File: config.mk
export PLATFORM = sky130hd
export DESIGN_NAME = otsup_top
export DESIGN_NICKNAME = d
export VERILOG_FILES = /design/src/otsup_pkg.sv /design/src/otsup_temp_comp.sv /design/src/otsup_top.sv
export SDC_FILE = /design/constraint.sdc
export NUM_CORES = 1
export LEC_CHECK = 0
export BUFFER_PORTS_ARGS = -buffer_cell sky130_fd_sc_hd__buf_4
export CAP_MARGIN = 20
export CORE_MARGIN = 3
export CORE_UTILIZATION = 35
export DETAILED_ROUTE_END_ITERATION = 10
export PLACE_DENSITY = 0.47
export SLEW_MARGIN = 20
export SYNTH_ARGS = -nofsm -noshare
export SYNTH_HDL_FRONTEND = slang
export SYNTH_SLANG_ARGS = --single-unit
export TNS_END_PERCENT = 20
File: constraint.sdc
create_clock -name mclk_i -period 12.56 [get_ports mclk_i]
set_clock_uncertainty 0.15 [all_clocks]
set_input_delay 0.628 -clock mclk_i [delete_from_list [all_inputs] [get_ports mclk_i]]
set_output_delay 0.628 -clock mclk_i [all_outputs]
set_load 0.005 [all_outputs]
File: src/otsup_pkg.sv
// Purpose: shared constants and types of the overcurrent and thermal supervisor
// Assumes: 50 MHz system clock, 8-bit ratiometric level codes where 255 equals the supply
// Notes:   counts derived from times round as the safety direction demands
package otsup_pkg;

	// ----------------------------------------------------------------
	// clock and timing
	// ----------------------------------------------------------------
	localparam int unsigned CLK_HZ = 50_000_000;
	localparam int unsigned CLK_NS = 1_000_000_000 / CLK_HZ;
	localparam int unsigned TD1_NS = 1_360_000;
	// least time, rounded up
	localparam int unsigned TD1_CYC = (TD1_NS + CLK_NS - 1) / CLK_NS;
	localparam int unsigned SHUT_NS = 20;
	// longest time, rounded down, never below one cycle
	localparam int unsigned SHUT_CYC = (SHUT_NS / CLK_NS) < 1 ? 1 : (SHUT_NS / CLK_NS);
	localparam int unsigned SW_DIV_CYC = 100;
	localparam int unsigned HICCUP_SW_CYC = 4096;
	localparam int unsigned OC_CONSEC = 8;
	localparam int unsigned CNT_W = 20;
	localparam int unsigned HIC_W = 16;
	localparam int unsigned DIV_W = 16;

	// ----------------------------------------------------------------
	// datapath geometry
	// ----------------------------------------------------------------
	localparam int unsigned PHASE_COUNT = 4;
	localparam int unsigned CURRENT_W = 10;
	localparam int unsigned LEVEL_W = 8;
	localparam int unsigned TEMP_W = 6;
	localparam int unsigned FACTOR_W = 4;
	localparam int unsigned GAIN_W = 11;
	localparam int unsigned GAIN_FRAC = 10;
	localparam int unsigned GAIN_ONE = 1024;
	localparam int unsigned TC_STEP = 4;
	localparam int unsigned TEMP_REF_CODE = 25;
	localparam int unsigned COMP_NEUTRAL = 4;

	// ----------------------------------------------------------------
	// ratiometric thresholds
	// ----------------------------------------------------------------
	localparam int unsigned LEVEL_FULL = 255;
	localparam int unsigned PCT_FULL = 100;
	localparam int unsigned FAN_REL_PCT = 33;
	localparam int unsigned FAN_SET_PCT = 39;
	localparam int unsigned HOT_REL_PCT = 28;
	localparam int unsigned HOT_SET_PCT = 33;
	localparam int unsigned COMP_EN_DIV = 15;
	// release codes round up, so every level truly below the percentage releases
	localparam logic [7:0] FAN_REL_CODE = 8'((LEVEL_FULL * FAN_REL_PCT + PCT_FULL - 1) / PCT_FULL);
	localparam logic [7:0] FAN_SET_CODE = 8'(LEVEL_FULL * FAN_SET_PCT / PCT_FULL);
	localparam logic [7:0] HOT_REL_CODE = 8'((LEVEL_FULL * HOT_REL_PCT + PCT_FULL - 1) / PCT_FULL);
	localparam logic [7:0] HOT_SET_CODE = 8'(LEVEL_FULL * HOT_SET_PCT / PCT_FULL);
	localparam logic [7:0] COMP_STEP = 8'(LEVEL_FULL / COMP_EN_DIV);

	// ----------------------------------------------------------------
	// register map (byte addresses) and reset values
	// ----------------------------------------------------------------
	localparam logic [4:0] REG_CTRL = 5'h00;
	localparam logic [4:0] REG_OC_REF = 5'h04;
	localparam logic [4:0] REG_STATUS = 5'h08;
	localparam logic [4:0] REG_TEMP = 5'h0C;
	localparam logic [4:0] REG_TRIPS = 5'h10;
	localparam logic CTRL_EN_RST = 1'b1;
	localparam logic [9:0] OC_REF_RST = 10'h200;
	localparam int unsigned ST_FAN_BIT = 2;
	localparam int unsigned ST_HOT_BIT = 3;
	localparam int unsigned ST_COMP_BIT = 4;
	localparam int unsigned ST_EN_BIT = 5;
	localparam int unsigned TEMP_FACTOR_LSB = 8;
	localparam int unsigned TEMP_GAIN_LSB = 16;

	// ----------------------------------------------------------------
	// supervisor states, gray along off, delay, run, wait
	// ----------------------------------------------------------------
	typedef enum logic [1:0] {
		OTSUP_OFF = 2'b00,
		OTSUP_DELAY = 2'b01,
		OTSUP_RUN = 2'b11,
		OTSUP_WAIT = 2'b10
	} otsup_state_e;

endpackage : otsup_pkg

File: src/otsup_temp_comp.sv
// Purpose: temperature code, compensation factor, gain and compensated channel currents
// Assumes: level codes come from a converter running on mclk_i
// Notes:   the gain is registered; the current scaling is combinational for fast trips
`timescale 1ns/1ps
module otsup_temp_comp import otsup_pkg::*; #(
	parameter int unsigned PHASES = PHASE_COUNT,
	parameter int unsigned CUR_W = CURRENT_W
) (
	// clock and reset
	input wire logic mclk_i,
	input wire logic resetn_i,
	// sense levels
	input wire logic [LEVEL_W-1:0] temp_sense_level_i,
	input wire logic [LEVEL_W-1:0] comp_setting_level_i,
	input wire logic [PHASES-1:0][CUR_W-1:0] phase_current_i,
	// results
	output logic [TEMP_W-1:0] temp_code_o,
	output logic [FACTOR_W-1:0] comp_factor_o,
	output logic comp_en_o,
	output logic [GAIN_W-1:0] gain_o,
	output logic [PHASES-1:0][CUR_W-1:0] comp_current_o
);

	typedef struct packed {
		logic [TEMP_W-1:0] code;
		logic [FACTOR_W-1:0] factor;
		logic [GAIN_W-1:0] gain;
	} otsup_tc_s;

	otsup_tc_s s_q;
	otsup_tc_s s_d;

	// ----------------------------------------------------------------
	// functions
	// ----------------------------------------------------------------
	// piecewise conversion: eight segments, steep in the middle and shallow at both ends of the sensor level range
	function automatic logic [TEMP_W-1:0] temp_code_f(input logic [LEVEL_W-1:0] lvl);
		logic [4:0] off;
		logic [5:0] base;
		logic [3:0] span;
		logic [8:0] prod;
		off = 5'h1F - lvl[4:0];
		case (lvl[7:5])
			3'h7: begin base = 6'h00; span = 4'h2; end
			3'h6: begin base = 6'h02; span = 4'h4; end
			3'h5: begin base = 6'h06; span = 4'h8; end
			3'h4: begin base = 6'h0E; span = 4'hC; end
			3'h3: begin base = 6'h1A; span = 4'hC; end
			3'h2: begin base = 6'h26; span = 4'hA; end
			3'h1: begin base = 6'h30; span = 4'h8; end
			default: begin base = 6'h38; span = 4'h7; end
		endcase
		prod = 9'(off * span);
		return base + 6'(prod >> 5);
	endfunction : temp_code_f

	// scale one channel current by the gain, saturating at full scale
	function automatic logic [CUR_W-1:0] comp_f(input logic [CUR_W-1:0] cur,
			input logic [GAIN_W-1:0] g);
		logic [CUR_W+GAIN_W-1:0] p;
		logic [CUR_W+GAIN_W-1:0] q;
		p = (CUR_W+GAIN_W)'(cur) * (CUR_W+GAIN_W)'(g);
		q = p >> GAIN_FRAC;
		return (q > (CUR_W+GAIN_W)'({CUR_W{1'b1}})) ? {CUR_W{1'b1}} : q[CUR_W-1:0];
	endfunction : comp_f

	// ----------------------------------------------------------------
	// next state
	// ----------------------------------------------------------------
	// hotter effective temperature lowers the gain to cancel the sense element's rise
	always_comb begin
		logic signed [12:0] eff;
		logic [12:0] g;
		eff = 13'sh0;
		g = 13'h0;
		s_d = s_q;
		s_d.code = temp_code_f(temp_sense_level_i);
		s_d.factor = 4'(comp_setting_level_i / COMP_STEP);
		eff = $signed(13'(s_q.code)) + $signed(13'(s_q.factor))
			- $signed(13'(COMP_NEUTRAL)) - $signed(13'(TEMP_REF_CODE));
		g = 13'(GAIN_ONE) - 13'(eff) * 13'(TC_STEP);
		if (s_q.factor == 4'h0) begin
			s_d.gain = 11'(GAIN_ONE);
		end else begin
			s_d.gain = g[GAIN_W-1:0];
		end
	end

	always_ff @(posedge mclk_i or negedge resetn_i) begin
		if (!resetn_i) begin
			s_q <= '{code: '0, factor: '0, gain: 11'(GAIN_ONE)};
		end else begin
			s_q <= s_d;
		end
	end

	// ----------------------------------------------------------------
	// outputs
	// ----------------------------------------------------------------
	// factor zero is exactly a level below one fifteenth of the supply
	assign comp_en_o = (s_q.factor != 4'h0);
	assign temp_code_o = s_q.code;
	assign comp_factor_o = s_q.factor;
	assign gain_o = s_q.gain;

	// every channel is scaled by the same gain
	always_comb begin
		for (int i = 0; i < PHASES; i++) begin
			comp_current_o[i] = comp_f(phase_current_i[i], s_q.gain);
		end
	end

	// ----------------------------------------------------------------
	// checks
	// ----------------------------------------------------------------
	chk_comp_off_gain: assert property (@(posedge mclk_i) disable iff (!resetn_i)
		(comp_setting_level_i < COMP_STEP) |=> ##1 (gain_o == 11'(GAIN_ONE)))
		else $error("zero factor did not force unity gain");
	chk_comp_enable: assert property (@(posedge mclk_i) disable iff (!resetn_i)
		(comp_setting_level_i >= COMP_STEP) |=> comp_en_o)
		else $error("compensation not enabled above threshold");

endmodule : otsup_temp_comp

File: src/otsup_top.sv
// Purpose: hiccup overcurrent supervision, thermal outputs and register access
// Assumes: channel currents and level codes are sampled on mclk_i; enable pins are async
// Notes:   pwm pins are tri-state; the output enable is active low and taken from state
`timescale 1ns/1ps
module otsup_top import otsup_pkg::*; #(
	parameter int unsigned PHASES = PHASE_COUNT,
	parameter int unsigned CUR_W = CURRENT_W,
	parameter int unsigned SW_DIV = SW_DIV_CYC,
	parameter int unsigned TD1_CYCLES = TD1_CYC,
	parameter int unsigned HICCUP_CYCLES = HICCUP_SW_CYC
) (
	// clock and reset
	input wire logic mclk_i,
	input wire logic resetn_i,
	// enable pins, asynchronous
	input wire logic supply_ok_i,
	input wire logic power_rail_enable_i,
	input wire logic termination_rail_enable_i,
	// sense data on mclk_i
	input wire logic [PHASES-1:0][CUR_W-1:0] phase_current_i,
	input wire logic [LEVEL_W-1:0] temp_sense_level_i,
	input wire logic [LEVEL_W-1:0] comp_setting_level_i,
	// modulator and drivers
	input wire logic [PHASES-1:0] pwm_i,
	output logic [PHASES-1:0] pwm_o,
	output logic [PHASES-1:0] pwm_oe_n_o,
	output logic ramp_start_o,
	output logic [CUR_W+1:0] droop_current_o,
	// open-drain thermal outputs
	output logic fan_request_n_o,
	output logic fan_request_n_oe_n_o,
	output logic over_temp_alarm_n_o,
	output logic over_temp_alarm_n_oe_n_o,
	// avalon-mm slave
	input wire logic [4:0] avs_address_i,
	input wire logic avs_read_i,
	input wire logic avs_write_i,
	input wire logic [31:0] avs_writedata_i,
	input wire logic [3:0] avs_byteenable_i,
	output logic [31:0] avs_readdata_o,
	output logic avs_waitrequest_o
);

	typedef struct packed {
		logic [2:0] sync1;
		logic [2:0] sync2;
		logic [2:0] sync3;
		logic [2:0] pin_f;
		logic [DIV_W-1:0] div;
		otsup_state_e state;
		logic [CNT_W-1:0] td_cnt;
		logic [HIC_W-1:0] hic_cnt;
		logic [PHASES-1:0][3:0] oc_cnt;
		logic fan_rel;
		logic hot_rel;
		logic ctrl_en;
		logic [CUR_W-1:0] oc_ref;
		logic [15:0] trips;
		logic ack;
		logic [31:0] rdata;
		logic ramp;
		logic [CUR_W+1:0] droop;
		logic [PHASES-1:0] pwm;
	} otsup_top_s;

	otsup_top_s s_q;
	otsup_top_s s_d;

	logic [TEMP_W-1:0] temp_code;
	logic [FACTOR_W-1:0] comp_factor;
	logic comp_en;
	logic [GAIN_W-1:0] gain;
	logic [PHASES-1:0][CUR_W-1:0] comp_cur;
	logic [CUR_W+1:0] cur_sum;
	logic [CUR_W+1:0] cur_avg;
	logic avg_over;
	logic [PHASES-1:0] ph_over;
	logic tick;
	logic enabled;
	logic phase_trip;
	logic access;

	// ----------------------------------------------------------------
	// compensation datapath
	// ----------------------------------------------------------------
	otsup_temp_comp #(.PHASES(PHASES), .CUR_W(CUR_W)) u_comp (
		.mclk_i(mclk_i),
		.resetn_i(resetn_i),
		.temp_sense_level_i(temp_sense_level_i),
		.comp_setting_level_i(comp_setting_level_i),
		.phase_current_i(phase_current_i),
		.temp_code_o(temp_code),
		.comp_factor_o(comp_factor),
		.comp_en_o(comp_en),
		.gain_o(gain),
		.comp_current_o(comp_cur)
	);

	// compensated currents feed both the trip compares and the droop output
	always_comb begin
		cur_sum = '0;
		for (int i = 0; i < PHASES; i++) begin
			cur_sum = cur_sum + (CUR_W+2)'(comp_cur[i]);
			ph_over[i] = (comp_cur[i] > s_q.oc_ref);
		end
		cur_avg = cur_sum / (CUR_W+2)'(PHASES);
		avg_over = (cur_avg > (CUR_W+2)'(s_q.oc_ref));
	end

	// ----------------------------------------------------------------
	// control decode
	// ----------------------------------------------------------------
	assign tick = (s_q.div == DIV_W'(SW_DIV - 1));
	assign enabled = (&s_q.pin_f) & s_q.ctrl_en;
	assign access = avs_read_i | avs_write_i;

	// ----------------------------------------------------------------
	// next state
	// ----------------------------------------------------------------
	always_comb begin
		s_d = s_q;
		phase_trip = 1'b0;
		// three stage pin sync; a level counts once stages two and three agree
		s_d.sync1 = {supply_ok_i, power_rail_enable_i, termination_rail_enable_i};
		s_d.sync2 = s_q.sync1;
		s_d.sync3 = s_q.sync2;
		for (int i = 0; i < 3; i++) begin
			if (s_q.sync2[i] == s_q.sync3[i]) begin
				s_d.pin_f[i] = s_q.sync3[i];
			end
		end
		// switching-cycle enable from a free divider
		s_d.div = tick ? '0 : s_q.div + 1'b1;
		s_d.ramp = 1'b0;
		s_d.pwm = pwm_i;
		s_d.droop = cur_sum;

		// per-phase consecutive counters, live only while running
		for (int i = 0; i < PHASES; i++) begin
			if (s_q.state != OTSUP_RUN) begin
				s_d.oc_cnt[i] = 4'h0;
			end else if (tick) begin
				if (ph_over[i]) begin
					s_d.oc_cnt[i] = s_q.oc_cnt[i] + 4'h1;
					if (s_q.oc_cnt[i] == 4'(OC_CONSEC - 1)) begin
						phase_trip = 1'b1;
					end
				end else begin
					s_d.oc_cnt[i] = 4'h0;
				end
			end
		end

		// hiccup sequence
		case (s_q.state)
			OTSUP_OFF: begin
				if (enabled) begin
					s_d.state = OTSUP_DELAY;
					s_d.td_cnt = '0;
				end
			end
			OTSUP_DELAY: begin
				if (!enabled) begin
					s_d.state = OTSUP_OFF;
				end else if (s_q.td_cnt == CNT_W'(TD1_CYCLES - 1)) begin
					s_d.state = OTSUP_RUN;
					s_d.ramp = 1'b1;
				end else begin
					s_d.td_cnt = s_q.td_cnt + 1'b1;
				end
			end
			OTSUP_RUN: begin
				if (!enabled) begin
					s_d.state = OTSUP_OFF;
				end else if (avg_over || phase_trip) begin
					s_d.state = OTSUP_WAIT;
					s_d.hic_cnt = '0;
					s_d.oc_cnt = '0;
					if (s_q.trips != 16'hFFFF) begin
						s_d.trips = s_q.trips + 16'h1;
					end
				end
			end
			OTSUP_WAIT: begin
				if (!enabled) begin
					s_d.state = OTSUP_OFF;
					s_d.hic_cnt = '0;
					s_d.oc_cnt = '0;
				end else if (tick) begin
					if (s_q.hic_cnt == HIC_W'(HICCUP_CYCLES - 1)) begin
						s_d.state = OTSUP_DELAY;
						s_d.td_cnt = '0;
					end else begin
						s_d.hic_cnt = s_q.hic_cnt + 1'b1;
					end
				end
			end
			default: begin
				s_d.state = OTSUP_OFF;
			end
		endcase

		// thermal comparators with hysteresis; released means driver off
		if (temp_sense_level_i < FAN_REL_CODE) begin
			s_d.fan_rel = 1'b1;
		end else if (temp_sense_level_i > FAN_SET_CODE) begin
			s_d.fan_rel = 1'b0;
		end
		if (temp_sense_level_i < HOT_REL_CODE) begin
			s_d.hot_rel = 1'b1;
		end else if (temp_sense_level_i > HOT_SET_CODE) begin
			s_d.hot_rel = 1'b0;
		end

		// bus: one wait cycle per access, then the answer stands for the release edge
		s_d.ack = access & ~s_q.ack;
		if (access && !s_q.ack) begin
			case (avs_address_i)
				REG_CTRL: s_d.rdata = {31'h0, s_q.ctrl_en};
				REG_OC_REF: s_d.rdata = 32'(s_q.oc_ref);
				REG_STATUS: s_d.rdata = 32'({enabled, comp_en, s_q.hot_rel, s_q.fan_rel,
					s_q.state});
				REG_TEMP: s_d.rdata = (32'(gain) << TEMP_GAIN_LSB)
					| (32'(comp_factor) << TEMP_FACTOR_LSB) | 32'(temp_code);
				REG_TRIPS: s_d.rdata = 32'(s_q.trips);
				default: s_d.rdata = 32'h0;
			endcase
		end
		if (avs_write_i && s_q.ack) begin
			if (avs_address_i == REG_CTRL && avs_byteenable_i[0]) begin
				s_d.ctrl_en = avs_writedata_i[0];
			end
			if (avs_address_i == REG_OC_REF) begin
				for (int b = 0; b < CUR_W; b++) begin
					if (avs_byteenable_i[b/8]) begin
						s_d.oc_ref[b] = avs_writedata_i[b];
					end
				end
			end
		end
	end

	always_ff @(posedge mclk_i or negedge resetn_i) begin
		if (!resetn_i) begin
			s_q <= '{state: OTSUP_OFF, ctrl_en: CTRL_EN_RST,
				oc_ref: CUR_W'(OC_REF_RST), default: '0};
		end else begin
			s_q <= s_d;
		end
	end

	// ----------------------------------------------------------------
	// outputs
	// ----------------------------------------------------------------
	// float from the very edge that enters wait; the drivers then turn both switches off
	assign pwm_oe_n_o = {PHASES{s_q.state != OTSUP_RUN}};
	assign pwm_o = s_q.pwm;
	assign ramp_start_o = s_q.ramp;
	assign droop_current_o = s_q.droop;
	// open drain: data is always low, enable low only when pulling
	assign fan_request_n_o = 1'b0;
	assign fan_request_n_oe_n_o = s_q.fan_rel;
	assign over_temp_alarm_n_o = 1'b0;
	assign over_temp_alarm_n_oe_n_o = s_q.hot_rel;
	assign avs_readdata_o = s_q.rdata;
	assign avs_waitrequest_o = access & ~s_q.ack;

	// ----------------------------------------------------------------
	// checks
	// ----------------------------------------------------------------
	chk_avg_trip_now: assert property (@(posedge mclk_i) disable iff (!resetn_i)
		(s_q.state == OTSUP_RUN && enabled && avg_over) |=> (s_q.state == OTSUP_WAIT))
		else $error("average overcurrent did not trip");
	chk_phase_trip_eight: assert property (@(posedge mclk_i) disable iff (!resetn_i)
		(s_q.state == OTSUP_RUN && enabled && tick && ph_over[0] && s_q.oc_cnt[0] == 4'h7)
		|=> (s_q.state == OTSUP_WAIT))
		else $error("eighth over cycle did not trip");
	chk_shut_float: assert property (@(posedge mclk_i) disable iff (!resetn_i)
		(s_q.state == OTSUP_RUN && enabled && avg_over) |=> (&pwm_oe_n_o))
		else $error("pwm not floated one cycle after trip");
	chk_wait_hold: assert property (@(posedge mclk_i) disable iff (!resetn_i)
		(s_q.state == OTSUP_WAIT && enabled && !(tick && s_q.hic_cnt == HIC_W'(HICCUP_CYCLES - 1)))
		|=> (s_q.state == OTSUP_WAIT))
		else $error("wait left early");
	chk_retry_start: assert property (@(posedge mclk_i) disable iff (!resetn_i)
		(s_q.state == OTSUP_WAIT && enabled && tick && s_q.hic_cnt == HIC_W'(HICCUP_CYCLES - 1))
		|=> (s_q.state == OTSUP_DELAY && s_q.td_cnt == '0))
		else $error("retry did not start soft-start delay");
	chk_float_idle: assert property (@(posedge mclk_i) disable iff (!resetn_i)
		(!enabled) |=> (&pwm_oe_n_o))
		else $error("pwm driven while disabled");
	chk_delay_ramp: assert property (@(posedge mclk_i) disable iff (!resetn_i)
		$rose(ramp_start_o) |-> (s_q.state == OTSUP_RUN && $past(s_q.state) == OTSUP_DELAY))
		else $error("ramp started without the fixed delay");
	chk_count_clear: assert property (@(posedge mclk_i) disable iff (!resetn_i)
		(tick && !ph_over[0]) |=> (s_q.oc_cnt[0] == 4'h0))
		else $error("phase counter not cleared");
	chk_wait_abort: assert property (@(posedge mclk_i) disable iff (!resetn_i)
		(s_q.state == OTSUP_WAIT && !enabled) |=> (s_q.state == OTSUP_OFF && s_q.hic_cnt == '0))
		else $error("disable in wait did not abort");
	chk_fan_release: assert property (@(posedge mclk_i) disable iff (!resetn_i)
		(temp_sense_level_i < FAN_REL_CODE) |=> fan_request_n_oe_n_o)
		else $error("fan output not released");
	chk_hot_pull: assert property (@(posedge mclk_i) disable iff (!resetn_i)
		(temp_sense_level_i > HOT_SET_CODE) |=> !over_temp_alarm_n_oe_n_o)
		else $error("alarm output not pulled low");

endmodule : otsup_top

Word-level counts from Yosys, hierarchy flattened
Index checks and enable logic that the tools add are counted.

Bits in registers: 182. Bits in latches: 0. Bits in writable memories: 0. Bits in read-only memories: 0. Output and inout port bits: 58. Word-level logic and storage cells: 195. Memories kept: 0.

Add/sub/neg operators: 17. Multipliers: 5. Divide/modulo/power cells: 1. $lt $le $gt $ge: 13. Equal/unequal tests: 39. Shifts and indexed selects: 0. Mux-type cells: 63. Bitwise operators: 6. Reduce and logical (&&, ||, !) cells: 23.

Operator list (number): 27-bit case mux with 5 select lines (1); 10-bit by 11-bit multiplier with 21-bit output (4); 16-bit two-way mux (4); 32-bit two-way mux (2); 32-bit case mux with 2 select lines (1); 20-bit two-way mux (3); 20-bit case mux with 3 select lines (1); 10-bit greater-than comparator (5); 16-bit by 1-bit adder with 16-bit output (second input constant) (3); 4-bit two-way mux (12); 11-bit by 10-bit greater-than comparator with 1-bit output (second input constant) (4); 22-bit two-way mux (2); 6-bit case mux with 7 select lines (1); 10-bit two-way mux (4); 38-bit two-way mux (1); 27-bit by 12-bit OR with 27-bit output (1); 27-bit by 6-bit OR with 27-bit output (1); 1-bit two-way mux (23); 20-bit by 1-bit adder with 20-bit output (second input constant) (1); 20-bit by 17-bit == test with 1-bit output (second input constant) (1); 4-bit case mux with 5 select lines (1); 2-bit != test (second input constant) (9); 4-bit by 1-bit adder with 4-bit output (second input constant) (4); 16-bit by 12-bit == test with 1-bit output (second input constant) (1); other kinds (47) (77).

Logic depth before layout (Yosys ltp)
Gate-level depths: netlist of run 1.

Word-level depth: 23. Depth in mapped cells: 46.

Cells and area by module
A second synthesis of run 1 with hierarchy kept.

Cells, all modules: 2500. Area total of the unflattened synthesis: 22974.5 sq um.

Modules (own cells, without submodules): otsup_temp_comp (times used 1, cells an instance 1525, area an instance 13534.2 sq um, seq. area each 476.7 sq um); otsup_top (times used 1, cells an instance 975, area an instance 9440.3 sq um, seq. area each 3906.2 sq um).

Worst setup path after synthesis of run 1
OpenSTA, ideal clock, no wires.

Kind: input -> register. Start: in phase_current_i[23] (netlist name). End: reg s_q[102] (netlist name). Library setup time: 0.138 ns. Data arrival time: 10.013 ns. Setup slack: 2.260 ns. Stages on the path: 44. Cell sequence: clkbuf_1 nand2_1 fa_1 inv_1 fa_1 inv_1 fa_1 inv_1 fa_1 inv_1 fa_1 inv_1 ha_1 a211oi_1 o21ai_0 o221ai_1 a21oi_1 a221oi_1 [... 8 more ...] a21oi_1 nor2_1 nor2_1 o21bai_1 a21oi_1 o21bai_1 a21oi_1 o21ai_0 ha_1 and3_1 nand3_1 nor3_1 a21oi_1 o2bb2ai_1 a21o_1 clkbuf_1 clkbuf_1 a31oi_1.

RTL lines: start: declaration (line otsup_top.sv:20) `input wire logic [PHASES-1:0][CUR_W-1:0] phase_current_i,`; 10-bit by 11-bit multiplier with 21-bit output (*) (line otsup_temp_comp.sv:62) `p = (CUR_W+GAIN_W)'(cur) * (CUR_W+GAIN_W)'(g);`; 11-bit by 10-bit greater-than comparator with 1-bit output (line otsup_temp_comp.sv:64) `return (q > (CUR_W+GAIN_W)'({CUR_W{1'b1}})) ? {CUR_W{1'b1}} : q[CUR_W-1:0];`; 10-bit two-way mux (*) (line otsup_temp_comp.sv:64); 11-bit by 10-bit adder with 12-bit output (*) (line otsup_top.sv:103) `cur_sum = cur_sum + (CUR_W+2)'(comp_cur[i]);`; 12-bit by 10-bit adder with 12-bit output (*) (line otsup_top.sv:103); via cur_avg[9] (line otsup_top.sv:75) `logic [CUR_W+1:0] cur_avg;`; 10-bit greater-than comparator (*) (line otsup_top.sv:107) `avg_over = (cur_avg > (CUR_W+2)'(s_q.oc_ref));`; 1-bit logical OR (*) (line otsup_top.sv:175) `end else if (avg_over || phase_trip) begin`; 2-bit != test (no line) (*); 5-bit AND reduction (no line) (*); end signal: assignment (line otsup_top.sv:245) `s_q <= '{state: OTSUP_OFF, ctrl_en: CTRL_EN_RST,`; end: declaration (line otsup_top.sv:66) `otsup_top_s s_q;`.

The timed path passes the listed nets; every way through them passes the cells marked *. A chain may end at the register's enable or synchronous reset.

==> flow_summary.toml, run 1 <==
[grt]
grt_max_degree = 69
track_usage = 0.179
grt_pass1_vias = 18052
grt_antenna_before_repair = 1
overflow = 0
grt_pass1_wl_um = 97400

[clock_network]
numCtsBuffers = 17
cts_buffer_depth = 2
path_clk_slew_ns = 0.07
clock_latency_ns = 0.44
cts_max_level = 4
tritoncts = "built"
clock-sinks = 173
cts_resized = 0
clockRootBuffer = "clkbuf_16"

[worst_setup_path]
r2r-start = "u_comp.gain_o[4]"
r2r-end = "s_q[84]"
cp_max_fo = 9
max_stage_delay_ns = 0.82
cp-endpoint = "s_q[84]"
reg2reg_slack_ns = 1.07
r2r_cells = 41
crit_path_end_kind = "flop"
slowest_stage = "dfrtp_1"
path_class = "reg -> reg"
arrival_ns = 11.70
required_ns = 12.77
critPathLaunch = "u_comp.gain_o[4]"
cp-start-kind = "flop"

[drt]
num_vias = 17289
drtIter0Drc = 880
vias_per_cell = 5.01
drc = 0
routed_wl_um = 58700
detail_route.wl_per_cell_um = 17.0
ant_nets = 0
first_pass_iters = 8

[die]
num_rows = 92
start_util = 0.357
io_pins = 166
die_width_um = 261
die_y_um = 261
coreArea_um2 = 63700
die-area_um2 = 67900

[sta]
maxSlewHeadroom = 0.322
worst_slew_pin_slew_ns = 1.00
setup_tns_ns = 0
timing.final.ws_setup_ns = 1.07
min_period_ns = 11.49
fmax_ghz = 0.0870
rsz0062_at_grt = "no"
fin_crit_sh = 0.915
finalSetupViolations = 0
final-hold-violation-count = 0
final_max_slew_viol_count = 0

[yosys]
postSynthCellCount = 2555
synth_area_um2 = 22700
synth_edf_count = 0
synth-seq-cells = 173
synth_top_cell_by_area = "fa_1"
async_reset_ff_frac = 1.00
synth_top_area_frac = 0.211
synth_flop_cell = "dfrtp_1"
synth_area_leaders = "fa_1, dfrtp_1, ha_1, inv_1, nand2_1"
ys_seq_area_frac = 0.191
synth.avg_cell_area_um2 = 8.88
synth_cell_types = 83
synth_warnings = 0

[cells_and_area]
final_layout_size_suffix_gt1_frac = 0.0910
antenna_cells = 0
num-nets-final = 3241
fin_area_um2 = 24800
area.growth.synth_to_final_pct = 9.40

[placed_design]
pre_cts_slack_ns = 0.962
place.gp.congestion = 0.876
port_buffers = 132
hpwl_um = 46600
dpl_cell_area_um2 = 24200

[outcome]
status = "finished, final reports clean"

[min_path]
min_path_type = "in -> reg"

[flow_run]
cap_violations = 0
==> sequential cells by signal, indices dropped and copies added (netlist names) <==
signal / count
ramp_start_o: 1
u_comp.comp_factor_o: 4
s_d: 6
pwm_o: 4
droop_current_o: 12
u_comp.temp_code_o: 6
u_comp.gain_o: 9
fan_request_n_oe_n_o: 1
s_q: 104
over_temp_alarm_n_oe_n_o: 1
avs_readdata_o: 25
==> worst max-delay path: cells and delay by family (launching register included) <==
kind,cells,cell delay (ns)
muxes,1,0.45
buffers and inverters,7,0.38
and+or+nand+nor,7,0.99
AOI/OAI and AO/OA,15,3.77
DFF,1,0.82
adders and majority gates,11,4.82
==> synthesized netlist by cell type (all sizes together), types with 18 or more instances <==
cell type  instances
nand4             36
fa               239
inv              334
nand2            327
dfrtp            170
and3              26
clkbuf            80
a21o              30
a21oi             88
xor2              57
o21a              18
xnor2             67
ha               302
buf               72
nor2             135
nor3              34
or2               20
and2             174
nand2b            23
o21ai             56
nor4              18
nand3             71
==> worst min path at each step <==
stage                startpoint           endpoint  slack (ns)  cells past startpoint
global placement       s_d[156]           s_d[153]        0.18                      0
CTS                    pwm_i[2]           pwm_o[2]        0.11                      1
global route        supply_ok_i           s_d[157]        0.11                      1
finish                 pwm_i[2]           pwm_o[2]        0.14                      1
floorplan              resetn_i  avs_readdata_o[0]        0.18                      0
detailed placement     s_d[156]           s_d[153]        0.19                      0
==> layout make-up <==
| type | instances | area [µm²] |
|---|---|---|
| Timing Repair Buffer | 162 | 1250 |
| Inverter | 334 | 1250 |
| Multi-Input combinational cell | 1904 | 16400 |
| Tap cell | 846 | 1060 |
| Sequential cell | 173 | 4330 |
| Clock buffer | 20 | 467 |
| Fill cell | 6468 | 38800 |
| Clock inverter | 12 | 113 |
==> logic make-up (layout without fill, tap and decap cells) <==
logic type / Yosys count / count (layout) / share of synthesized area
xor+xnor: 124 / 124 / 0.0478
simple gates: 912 / 912 / 0.198
compound gates: 300 / 300 / 0.0875
flops: 173 / 173 / 0.191
buf+inv: 486 / 528 / 0.0898
other cells: 1 / 9 / 0.000165
fa+ha+maj: 544 / 544 / 0.379
mux: 15 / 15 / 0.00706
==> cell usage in the layout (no fill, tap or decap), drive strengths merged, types with 5 or more instances in the layout <==
master and count:
o21a 18, a21boi 5, o2111ai 6, clkbuf 20, or3 7, nand2b 23
clkinv 7, o21bai 12, xor2 57, ha 302, a222oi 8, or2 20
and3 26, a21oi 88, nand3b 7, a211oi 7, o21ai 56, nor3 34
a31oi 13, nand3 71, and2 174, nand2 327, fa 239, nand4 36
a21o 30, nor4 18, inv 336, conb 9, buf 161, xnor2 67
dfrtp 170, nor2b 14, mux2i 7, mux2 8, nor2 135
==> routing by layer <==
layer / up-vias / GRT usage / share of wire
met2: 302 / 0.304 / 0.48
met4: 0 / 0.0381 / 0.017
met3: 48 / 0.0189 / 0.031
met1: 8599 / 0.249 / 0.47
li1: 8340 / - / -
met5: - / 0 / 0
==> repair_timing <==
| action | CTS | global route |
|---|---|---|
| endpoints found under the hold margin | 38 | 0 |
| hold buffers | 1 | 0 |
| endpoints found under the setup margin | 0 | 0 |
| buffers inserted | 0 | 0 |
==> per-stage QoR <==
step / cells / utilization / hold slack (ns)
after global placement: 3418 / 0.381 / 0.183
after detailed placement: 3418 / 0.381 / 0.190
after CTS: 3451 / 0.390 / 0.107
after global routing: 3451 / 0.390 / 0.107
final: 3451 / 0.390 / 0.135
after floorplan: 2563 / - / 0.181
Power of run 1 is not shown: default switching activity piles up to over one toggle a cycle in this logic, so the estimate is an artifact.
==> run 2: changes to the inputs <==
--- a/config.mk
+++ b/config.mk
@@ -5,12 +5,13 @@
 export SDC_FILE = /design/constraint.sdc
 export NUM_CORES = 1
 export LEC_CHECK = 0
-export BUFFER_PORTS_ARGS = -buffer_cell sky130_fd_sc_hd__buf_4
 export CAP_MARGIN = 20
 export CORE_MARGIN = 3
 export CORE_UTILIZATION = 35
 export DETAILED_ROUTE_END_ITERATION = 10
-export PLACE_DENSITY = 0.47
+export DONT_BUFFER_PORTS = 1
+export PLACE_DENSITY = 0.45
+export REMOVE_ABC_BUFFERS = 1
 export SLEW_MARGIN = 20
 export SYNTH_ARGS = -nofsm -noshare
 export SYNTH_HDL_FRONTEND = slang
==> flow_summary.toml, run 2 (synthesis results as in run 1) <==
[cells_and_area]
final_layout_size_suffix_gt1_frac = 0.0409
num-nets-final = 3105
stdcell_count = 3316
mostFrequentLayoutCells = "inv_1, nand2_1, ha_1"
area.growth.synth_to_final_pct = 5.10
layout_commonest_cell = "inv_1"
largest_reg_flops = 104
top_register = "s_q"

[clock_network]
path_clk_slew_ns = 0.07
cts_setup_buffers = 0
cts_buffer_depth = 2
tritoncts = "built"
clock-sinks = 173
numCtsBuffers = 17
clock_latency_ns = 0.45
clockRootBuffer = "clkbuf_16"
cts_max_level = 4

[drt]
drtIter0Drc = 604
first_pass_iters = 5
ant_nets = 0
vias_per_cell = 5.00
routed_wl_um = 56900
drc = 0
num_vias = 16567
detail_route.wl_per_cell_um = 17.2

[grt]
grt_pass1_vias = 17739
overflow = 0
track_usage = 0.175
grt_pass1_wl_um = 95000
grt_max_degree = 174
grt_antenna_before_repair = 3

[die]
die_y_um = 261
io_pins = 166
die_width_um = 261
coreArea_um2 = 63700
num_rows = 92
die-area_um2 = 67900
start_util = 0.357

[sta]
final-hold-violation-count = 0
min_period_ns = 11.38
maxSlewHeadroom = 0.392
finalSetupViolations = 0
setup_tns_ns = 0
worst_slew_pin_slew_ns = 0.903
fmax_ghz = 0.0878
rsz0062_at_grt = "no"
final_max_slew_viol_count = 0
fin_crit_sh = 0.906

[placed_design]
placedCellCount = 3282
port_buffers = 0
hpwl_um = 45700
place.gp.congestion = 0.812

[worst_setup_path]
required_ns = 12.78
crit_top_cell = "fa_1"
crit_path_end_kind = "flop"
path_class = "reg -> reg"
arrival_ns = 11.61
max_stage_delay_ns = 0.69
cp_max_fo = 11
slowest_stage = "dfrtp_1"
cp-start-kind = "flop"

[outcome]
status = "finished, final reports clean"

[flow_run]
cap_violations = 0

[min_path]
min_path_type = "in -> reg"
## run 2: changes by cell type in the layout (fill, tap and decap cells not counted), moves of 2 or more
cell / before / now
inv_8: 0 / 6
clkinv_2: 3 / 0
clkinv_4: 4 / 1
buf_4: 158 / 24
clkinv_8: 0 / 2
clkbuf_8: 3 / 0
## run 2: layer usage
layer / vias to the layer above / share of wire / track usage
li1: 8073 / - / -
met1: 8254 / 0.46 / 0.233
met2: 201 / 0.49 / 0.306
met3: 39 / 0.032 / 0.0212
met4: 0 / 0.016 / 0.0387
met5: - / 0 / 0
## run 2: area by class of cell
class / count / area, µm²
clock buffer: 18 / 429
timing repair buffer: 26 / 228
multi-input combinational: 1904 / 16400
clock inverter: 14 / 193
fill: 6535 / 39800
sequential: 173 / 4330
tap: 846 / 1060
antenna: 1 / 2.50
inverter: 334 / 1250
## run 2: worst paths after layout
check	startpoint	endpoint	slack, ns	depth (start not counted)
max in group asynchronous	resetn_i	pwm_o[1]	11.52	1
min reg2reg	s_d[156]	s_d[153]	0.20	0
min	termination_rail_enable_i	s_d[155]	0.06	0
max	u_comp.gain_o[7]	s_q[84]	1.18	41
min in group asynchronous	resetn_i	s_q[120]	0.07	1
max reg2reg	u_comp.gain_o[7]	s_q[84]	1.18	41
## run 2: critical path: cells and delay by family, from the launching register on
family,cells,cell delay (ns)
buf+inv,7,0.36
flops,1,0.69
compound gates,15,3.69
mux,1,0.43
simple gates,7,1.07
fa+ha+maj,11,4.93
## run 2: through the flow
step / area (µm²) / hold WS, ns / setup WS, ns / util
2_1_floorplan: 21900 / 0.181 / 2.07 / -
3_3_place_gp: 23200 / 0.185 / 1.24 / 0.364
3_5_place_dp: 23200 / 0.186 / 1.16 / 0.365
4_1_cts: 23900 / 0.0273 / 1.13 / 0.375
5_1_grt: 23900 / 0.0273 / 0.317 / 0.375
6_report: 23900 / 0.0576 / 1.18 / 0.375
## run 2: timing repair
item                      in CTS  in global routing
hold buffers                   1                  0
gates resized for setup        0                  0
hold endpoints to repair     173                  0
Power of run 2 is left out for the same reason.
